==> config.mk <==
export PLATFORM = sky130hd
export DESIGN_NAME = dual_timer_control_flags
export DESIGN_NICKNAME = d
export VERILOG_FILES = /design/src/hw/dual_timer_pkg.sv /design/src/hw/sticky_flag_bank.sv /design/src/hw/timer_ctrl_reg.sv /design/src/hw/dual_timer_control_flags.sv
export SDC_FILE = /design/constraint.sdc
export NUM_CORES = 1
export LEC_CHECK = 0
export ABC_CLOCK_PERIOD_IN_PS = 1300
export BUFFER_PORTS_ARGS = -buffer_cell sky130_fd_sc_hd__buf_2
export CAP_MARGIN = 10
export CORE_MARGIN = 4
export CORE_UTILIZATION = 46
export CTS_CLUSTER_SIZE = 14
export DETAILED_ROUTE_END_ITERATION = 12
export PLACE_DENSITY_LB_ADDON = 0.05
export REMOVE_ABC_BUFFERS = 1
export SLEW_MARGIN = 20
export SYNTH_ARGS = -nofsm -noshare
export SYNTH_HDL_FRONTEND = slang
export SYNTH_SLANG_ARGS = --single-unit
==> constraint.sdc <==
create_clock -name clk -period 1.3 [get_ports clk]
set_input_delay 0.13 -clock clk [delete_from_list [all_inputs] [get_ports clk]]
set_output_delay 0.13 -clock clk [all_outputs]
set_load 0.03 [all_outputs]
==> src/hw/dual_timer_pkg.sv <==
// Purpose: Shared constants and types for the dual timer control and flag block
// Assumes: 16-bit byte address bus, 8-bit data
// Notes:   Interrupt status and mask registers sit at 16'hff3c and 16'hff3d, above the timer registers
`default_nettype none
package dual_timer_pkg;

    localparam logic [15:0] ADDR_EVENT_FLAGS   = 16'hff28;
    localparam logic [15:0] ADDR_TIMER0_CTRL   = 16'hff30;
    localparam logic [15:0] ADDR_TIMER1_CTRL   = 16'hff31;
    localparam logic [15:0] ADDR_RELOAD0_LOW   = 16'hff32;
    localparam logic [15:0] ADDR_IRQ_STATUS    = 16'hff3c;
    localparam logic [15:0] ADDR_IRQ_MASK      = 16'hff3d;

    localparam int CTRL_CASCADE_BIT = 7;
    localparam int CTRL_OUT_EN_BIT  = 3;
    localparam int CTRL_RUN_BIT     = 2;
    localparam int CTRL_LOAD_BIT    = 1;
    localparam int CTRL_SOURCE_BIT  = 0;

    localparam logic [7:0] FLAGS_RESET   = 8'h00;
    localparam logic [7:0] CTRL_RESET    = 8'h00;
    localparam logic [7:0] RELOAD_RESET  = 8'hff;
    localparam logic [7:0] MASK_RESET    = 8'h00;

    // Event order matches flag bits 7 down to 0
    typedef struct packed {
        logic byte_timer_underflow;
        logic timer1_compare;
        logic timer1_underflow;
        logic timer0_compare;
        logic timer0_underflow;
        logic serial_tx_done;
        logic serial_rx_done;
        logic serial_rx_error;
    } event_type;

    typedef struct packed {
        logic run;
        logic output_enable;
        logic source_select;
        logic load;
    } timer_ctrl_type;

    typedef struct packed {
        logic [15:0] addr;
        logic [7:0]  wdata;
        logic        wr;
        logic        rd;
    } bus_req_type;

endpackage
`default_nettype wire

==> src/hw/sticky_flag_bank.sv <==
// Purpose: Bank of sticky event flags with one clear pulse per bit
// Assumes: Events and clears are synchronous to clk
// Notes:   A set in the clearing cycle wins
`timescale 1ns/10ps
`default_nettype none
module sticky_flag_bank
    import dual_timer_pkg::*;
(
    input  wire logic       clk,
    input  wire logic       arst_n,
    input  wire logic [7:0] set_in,
    input  wire logic [7:0] clear_in,
    output var  logic [7:0] flags_q
);
    genvar i;
    generate
        for (i = 0; i < 8; i++) begin : g_bit
            always_ff @(posedge clk or negedge arst_n) begin
                if (!arst_n) begin
                    flags_q[i] <= FLAGS_RESET[i];
                end else if (set_in[i]) begin
                    flags_q[i] <= 1'h1;
                end else if (clear_in[i]) begin
                    flags_q[i] <= 1'h0;
                end
            end
        end
    endgenerate
endmodule
`default_nettype wire

==> src/hw/timer_ctrl_reg.sv <==
// Purpose: One timer control register with run, output, source and load bits
// Assumes: Write strobe already decoded for this register
// Notes:   The load bit is a one-cycle pulse and always reads 0
`timescale 1ns/10ps
`default_nettype none
module timer_ctrl_reg
    import dual_timer_pkg::*;
(
    input  wire logic           clk,
    input  wire logic           arst_n,
    input  wire logic           wr_en,
    input  wire logic [7:0]     wdata,
    output var  timer_ctrl_type ctrl_q,
    output var  logic [7:0]     read_value
);
    always_ff @(posedge clk or negedge arst_n) begin
        if (!arst_n) begin
            ctrl_q.run           <= CTRL_RESET[CTRL_RUN_BIT];
            ctrl_q.output_enable <= CTRL_RESET[CTRL_OUT_EN_BIT];
            ctrl_q.source_select <= CTRL_RESET[CTRL_SOURCE_BIT];
        end else if (wr_en) begin
            ctrl_q.run           <= wdata[CTRL_RUN_BIT];
            ctrl_q.output_enable <= wdata[CTRL_OUT_EN_BIT];
            ctrl_q.source_select <= wdata[CTRL_SOURCE_BIT];
        end
    end

    always_ff @(posedge clk or negedge arst_n) begin
        if (!arst_n) begin
            ctrl_q.load <= CTRL_RESET[CTRL_LOAD_BIT];
        end else begin
            ctrl_q.load <= wr_en & wdata[CTRL_LOAD_BIT];
        end
    end

    always_comb begin
        read_value                  = 8'h00;
        read_value[CTRL_OUT_EN_BIT] = ctrl_q.output_enable;
        read_value[CTRL_RUN_BIT]    = ctrl_q.run;
        read_value[CTRL_SOURCE_BIT] = ctrl_q.source_select;
    end
endmodule
`default_nettype wire

==> src/hw/dual_timer_control_flags.sv <==
// Purpose: Control and flag registers of a pair of 16-bit programmable timers
// Assumes: Event inputs are one-cycle pulses from logic on clk
// Notes:   Read data appear the cycle after the read strobe
//
// Notes on behaviour
// - Eight event flags set by timer and serial events, clear on writing 1
// - Timer0 control bit 7 selects cascaded 16-bit mode; bits 6-4 read 0
// - Control bit 3 enables that timer's clock output pin, reset 0
// - Control bit 2 runs the counter when 1, stops when 0, reset 0
// - Control bit 0 picks external clock when 1, internal when 0
// - Timer0 reload low byte is read/write and resets to all ones
`timescale 1ns/10ps
`default_nettype none
module dual_timer_control_flags
    import dual_timer_pkg::*;
(
    input  wire logic        clk,
    input  wire logic        arst_n,
    input  wire logic [15:0] addr,
    input  wire logic [7:0]  wdata,
    input  wire logic        wr,
    input  wire logic        rd,
    output var  logic [7:0]  rdata_q,
    input  wire event_type   events,
    output var  logic        cascade_select_q,
    output var  logic        timer0_run_q,
    output var  logic        timer1_run_q,
    output var  logic        timer0_output_enable_q,
    output var  logic        timer1_output_enable_q,
    output var  logic        timer0_source_select_q,
    output var  logic        timer1_source_select_q,
    output var  logic        timer0_load_q,
    output var  logic        timer1_load_q,
    output var  logic [7:0]  timer0_reload_low_q,
    output var  logic [7:0]  event_flags_q,
    output var  logic        irq_q
);
    bus_req_type    req;
    timer_ctrl_type ctrl0;
    timer_ctrl_type ctrl1;
    logic [7:0]     ctrl0_read;
    logic [7:0]     ctrl1_read;
    logic [7:0]     flags;
    logic [7:0]     irq_status;
    logic [7:0]     irq_mask_q;
    logic [7:0]     flag_clear;
    logic [7:0]     status_clear;
    logic [7:0]     rdata_d;
    logic           wr_flags;
    logic           wr_ctrl0;
    logic           wr_ctrl1;
    logic           wr_reload;
    logic           wr_mask;
    logic           rd_status;

    assign req = '{addr: addr, wdata: wdata, wr: wr, rd: rd};

    assign wr_flags  = req.wr && (req.addr == ADDR_EVENT_FLAGS);
    assign wr_ctrl0  = req.wr && (req.addr == ADDR_TIMER0_CTRL);
    assign wr_ctrl1  = req.wr && (req.addr == ADDR_TIMER1_CTRL);
    assign wr_reload = req.wr && (req.addr == ADDR_RELOAD0_LOW);
    assign wr_mask   = req.wr && (req.addr == ADDR_IRQ_MASK);
    assign rd_status = req.rd && (req.addr == ADDR_IRQ_STATUS);

    // Event flags: writing 1 clears, writing 0 leaves the bit alone
    assign flag_clear = wr_flags ? req.wdata : 8'h00;

    sticky_flag_bank u_event_flags (
        .clk      (clk),
        .arst_n   (arst_n),
        .set_in   (events),
        .clear_in (flag_clear),
        .flags_q  (flags)
    );

    // Interrupt status mirrors events but clears on read
    assign status_clear = rd_status ? 8'hff : 8'h00;

    sticky_flag_bank u_irq_status (
        .clk      (clk),
        .arst_n   (arst_n),
        .set_in   (events),
        .clear_in (status_clear),
        .flags_q  (irq_status)
    );

    timer_ctrl_reg u_ctrl0 (
        .clk        (clk),
        .arst_n     (arst_n),
        .wr_en      (wr_ctrl0),
        .wdata      (req.wdata),
        .ctrl_q     (ctrl0),
        .read_value (ctrl0_read)
    );

    timer_ctrl_reg u_ctrl1 (
        .clk        (clk),
        .arst_n     (arst_n),
        .wr_en      (wr_ctrl1),
        .wdata      (req.wdata),
        .ctrl_q     (ctrl1),
        .read_value (ctrl1_read)
    );

    always_ff @(posedge clk or negedge arst_n) begin
        if (!arst_n) begin
            cascade_select_q <= CTRL_RESET[CTRL_CASCADE_BIT];
        end else if (wr_ctrl0) begin
            cascade_select_q <= req.wdata[CTRL_CASCADE_BIT];
        end
    end

    always_ff @(posedge clk or negedge arst_n) begin
        if (!arst_n) begin
            timer0_reload_low_q <= RELOAD_RESET;
        end else if (wr_reload) begin
            timer0_reload_low_q <= req.wdata;
        end
    end

    always_ff @(posedge clk or negedge arst_n) begin
        if (!arst_n) begin
            irq_mask_q <= MASK_RESET;
        end else if (wr_mask) begin
            irq_mask_q <= req.wdata;
        end
    end

    // Output copies keep every top output straight from a flip-flop
    always_ff @(posedge clk or negedge arst_n) begin
        if (!arst_n) begin
            timer0_run_q <= CTRL_RESET[CTRL_RUN_BIT];
        end else begin
            timer0_run_q <= ctrl0.run;
        end
    end

    always_ff @(posedge clk or negedge arst_n) begin
        if (!arst_n) begin
            timer1_run_q <= CTRL_RESET[CTRL_RUN_BIT];
        end else begin
            timer1_run_q <= ctrl1.run;
        end
    end

    always_ff @(posedge clk or negedge arst_n) begin
        if (!arst_n) begin
            timer0_output_enable_q <= CTRL_RESET[CTRL_OUT_EN_BIT];
        end else begin
            timer0_output_enable_q <= ctrl0.output_enable;
        end
    end

    always_ff @(posedge clk or negedge arst_n) begin
        if (!arst_n) begin
            timer1_output_enable_q <= CTRL_RESET[CTRL_OUT_EN_BIT];
        end else begin
            timer1_output_enable_q <= ctrl1.output_enable;
        end
    end

    always_ff @(posedge clk or negedge arst_n) begin
        if (!arst_n) begin
            timer0_source_select_q <= CTRL_RESET[CTRL_SOURCE_BIT];
        end else begin
            timer0_source_select_q <= ctrl0.source_select;
        end
    end

    always_ff @(posedge clk or negedge arst_n) begin
        if (!arst_n) begin
            timer1_source_select_q <= CTRL_RESET[CTRL_SOURCE_BIT];
        end else begin
            timer1_source_select_q <= ctrl1.source_select;
        end
    end

    // Load copies stay one-cycle pulses, one edge after the write edge
    always_ff @(posedge clk or negedge arst_n) begin
        if (!arst_n) begin
            timer0_load_q <= CTRL_RESET[CTRL_LOAD_BIT];
        end else begin
            timer0_load_q <= ctrl0.load;
        end
    end

    always_ff @(posedge clk or negedge arst_n) begin
        if (!arst_n) begin
            timer1_load_q <= CTRL_RESET[CTRL_LOAD_BIT];
        end else begin
            timer1_load_q <= ctrl1.load;
        end
    end

    always_ff @(posedge clk or negedge arst_n) begin
        if (!arst_n) begin
            event_flags_q <= FLAGS_RESET;
        end else begin
            event_flags_q <= flags;
        end
    end

    // Interrupt from the stored status so it clears with the read
    always_ff @(posedge clk or negedge arst_n) begin
        if (!arst_n) begin
            irq_q <= 1'h0;
        end else begin
            irq_q <= |(irq_status & irq_mask_q);
        end
    end

    always_comb begin
        rdata_d = 8'h00;
        unique case (req.addr)
            ADDR_EVENT_FLAGS: rdata_d = flags;
            ADDR_TIMER0_CTRL: rdata_d = {cascade_select_q, 3'h0, ctrl0_read[3:0]};
            ADDR_TIMER1_CTRL: rdata_d = ctrl1_read;
            ADDR_RELOAD0_LOW: rdata_d = timer0_reload_low_q;
            ADDR_IRQ_STATUS:  rdata_d = irq_status;
            ADDR_IRQ_MASK:    rdata_d = irq_mask_q;
            default:          rdata_d = 8'h00;
        endcase
    end

    // Read data stand only in the cycle after the strobe
    always_ff @(posedge clk or negedge arst_n) begin
        if (!arst_n) begin
            rdata_q <= 8'h00;
        end else if (req.rd) begin
            rdata_q <= rdata_d;
        end else begin
            rdata_q <= 8'h00;
        end
    end
endmodule
`default_nettype wire

==> run summary <==
status: finished, violations left
failing checks: setup timing
combined global-route utilization of all metal layers: 21.5%
peak ir drop on the vdd network: 880 uV
number of clock buffers inserted by TritonCTS: 9
starting density of the core: 47.5%
first-pass GRT wire length: 12,200 um
relative slew slack: 75.4%
distinct cell type count after synthesis: 45
final slew viol count: 0
Routability Congestion: 0.828
number of antenna violations at the first check in global routing: 0
die height: 86.4 um
share of layout cells above drive strength 1: 60.4%
path type of the worst min-delay path: in2reg
DRC violation total after the first TritonRoute iteration: 128
kind of launch point of the worst setup path: input port
worst clock skew: 0.00638 ns
CTS tree: done
final setup violation count: 13
most used cells in the layout excluding fill and tap cells: sky130_fd_sc_hd__buf_2, sky130_fd_sc_hd__dfrtp_1, sky130_fd_sc_hd__buf_4
buffer depth of the longest clock path: 2
count of TritonRoute iterations in the first routing pass: 4
type of the worst setup path: in2reg
Chip Width: 86.4 um
Crit Path Max Fanout: 8
maximum frequency from static timing analysis: 0.745 GHz
Worst Setup End Kind: flip-flop
mean instance size in the synthesized netlist: 13.5 um^2
required time of the worst setup path: 1.53 ns
Core Region: 0.00596 mm^2
arrival time at the worst endpoint: 1.57 ns
number of cells produced by synthesis: 210
setup repair after global routing missed its margin: true
I/O pins: 70
non-filler cells in the finished layout: 421
H-Tree Level Count: 3
die footprint: 0.00746 mm^2
buffer cell driving the clock tree root: sky130_fd_sc_hd__clkbuf_8
smallest setup slack after layout: -0.0429 ns
Mapped Area: 0.00283 mm^2
area overhead of the layout relative to synthesis: 47.9%
total placed cells including tap cells: 387
post-detailed-route DRC marker count: 0
ratio of routed vias to standard cells: 5.47
sequential fraction of the synthesis area: 58.8%
final critical-path share of the clock period: 103%
actual transition at the worst max-transition pin: 0.369 ns
Power, Total: 4.52 mW
final antenna-violating net count: 0
number of diodes: 0
clk sinks: 66
Hold Violations, Final: 0
vias in the first global route: 2,376
Wirelength per Cell: 17.8 um
Clk Latency, worst-skew pair: 0.34 ns
WHS: 0.0514 ns
net count of the finished layout: 377
pin count of the biggest net entering global routing: 67
count of input and output buffers: 69
cell leakage power: 1.89 nW
most common cell after layout, fill and taps aside: sky130_fd_sc_hd__buf_2
post-route minimum period: 1.34 ns
Fin Setup TNS: -0.195 ns
final HPWL from detailed placement: 5070 um
number of enable-type register cells in the synthesized netlist: 0
detailed-route via count: 2,301
gr ovfl total: 0
count of warnings emitted by yosys: 0
PD cells: 1080 mW/mm^2
standard-cell rows: 28
total wire length after detailed routing: 7480 um
asr flop ratio synth: 100%
share of the core filled with cells: 70.2%
max-cap violation count: 0
FILL cells: 453
Yosys reg bits: 66
most common flop cell mapped by yosys: sky130_fd_sc_hd__dfrtp_1
clock-pin slew of the registers on the worst-case setup and hold paths: 0.08 ns
-- through the flow --
step	setup slack [ns]	area, um^2
2_1_floorplan	-0.427	2780
3_5_place_dp	-0.466	3560
5_1_grt	-0.0791	4180
4_1_cts	-0.0473	4040
3_3_place_gp	-0.450	3560
6_report	-0.0429	4180
-- layout make-up --
cell class	instances	area, um^2	area share, %
Tap cell	75	93.8	2.24
Sequential cell	66	1660	39.7
Clock buffer	11	151	3.62
Timing Repair Buffer	128	877	21.0
Clock inverter	5	100	2.39
Multi-Input combinational cell	134	1290	30.8
Inverter	2	7.51	0.180
-- worst max-delay path, stage by stage --
cell and delay [ns]:
sky130_fd_sc_hd__buf_6 0.09, sky130_fd_sc_hd__or4_4 0.56, sky130_fd_sc_hd__buf_8 0.16, sky130_fd_sc_hd__nor3_4 0.20, sky130_fd_sc_hd__buf_12 0.17, sky130_fd_sc_hd__nand3_2 0.08, sky130_fd_sc_hd__a21o_1 0.16
-- synth_stat cells (all sizes together), types with 4 or more instances --
cell type / n / area share [%]
nand4: 5 / 1.9
dfrtp: 58 / 51
mux2: 23 / 9.2
or3b: 6 / 1.9
a21o: 16 / 4.2
a21oi: 4 / 0.71
buf: 7 / 1.6
nor2: 6 / 0.80
nor4: 4 / 2.2
nand3: 16 / 3.0
dfstp: 8 / 7.4
a211oi: 6 / 1.6
a22oi: 16 / 4.2
nand2: 5 / 0.84
-- timing repair --
action / in CTS / in global routing
setup endpoints to repair: 47 / 45
gates resized for setup: 28 / 27
buffers inserted: 6 / 3
hold buffers: 9 / 0
pin swaps: 15 / 35
endpoints found under the hold margin: 73 / 0
-- report_power, final --
part	internal, mW	switching (mW)
sequential	2.05	0.000223
clock	1.37	0.783
combinational	0.144	0.168
total	3.57	0.950
-- sequential cells by signal (all words and copies together), names as in the netlist, 4 cells and up --
signal / count
u_ctrl1.ctrl_q: 4
u_irq_status.flags_q: 8
timer0_reload_low_q: 8
irq_mask_q: 8
u_ctrl0.ctrl_q: 4
event_flags_q: 8
u_event_flags.flags_q: 8
rdata_q: 8
-- final timing paths --
path	start	endpoint	slack [ns]	cells past startpoint
min	wdata[1]	u_ctrl1.ctrl_q[0]$_DFF_PN0_	0.05	3
min in group asynchronous	arst_n	timer0_source_select_q$_DFF_PN0_	0.32	3
max reg2reg	u_event_flags.flags_q[3]$_DFFE_PN0P_	rdata_q[3]$_DFF_PN0_	0.01	4
max in group asynchronous	arst_n	timer0_reload_low_q[5]$_DFFE_PN1P_	0.61	3
max	addr[0]	u_event_flags.flags_q[3]$_DFFE_PN0P_	-0.04	7
min reg2reg	u_ctrl0.ctrl_q[0]$_DFF_PN0_	timer0_load_q$_DFF_PN0_	0.36	0
-- logic make-up after synthesis --
| group | synth area share [%] |
|---|---|
| mux | 9.52 |
| compound gates | 13.3 |
| simple gates | 16.1 |
| flops | 58.8 |
| xor+xnor | 0.310 |
| buf+inv | 2.04 |
-- metal layers --
layer	track usage (%)	wire (um)	up-vias	part of all wire, %
met2	33.4	3480	79	46
met1	29.4	3350	1139	45
met4	6.94	106	0	1.4
li1	-	-	1070	-
met3	5.80	545	13	7.3
met5	0	0	-	0
No activity file was read; power rests on OpenSTA's default activity.
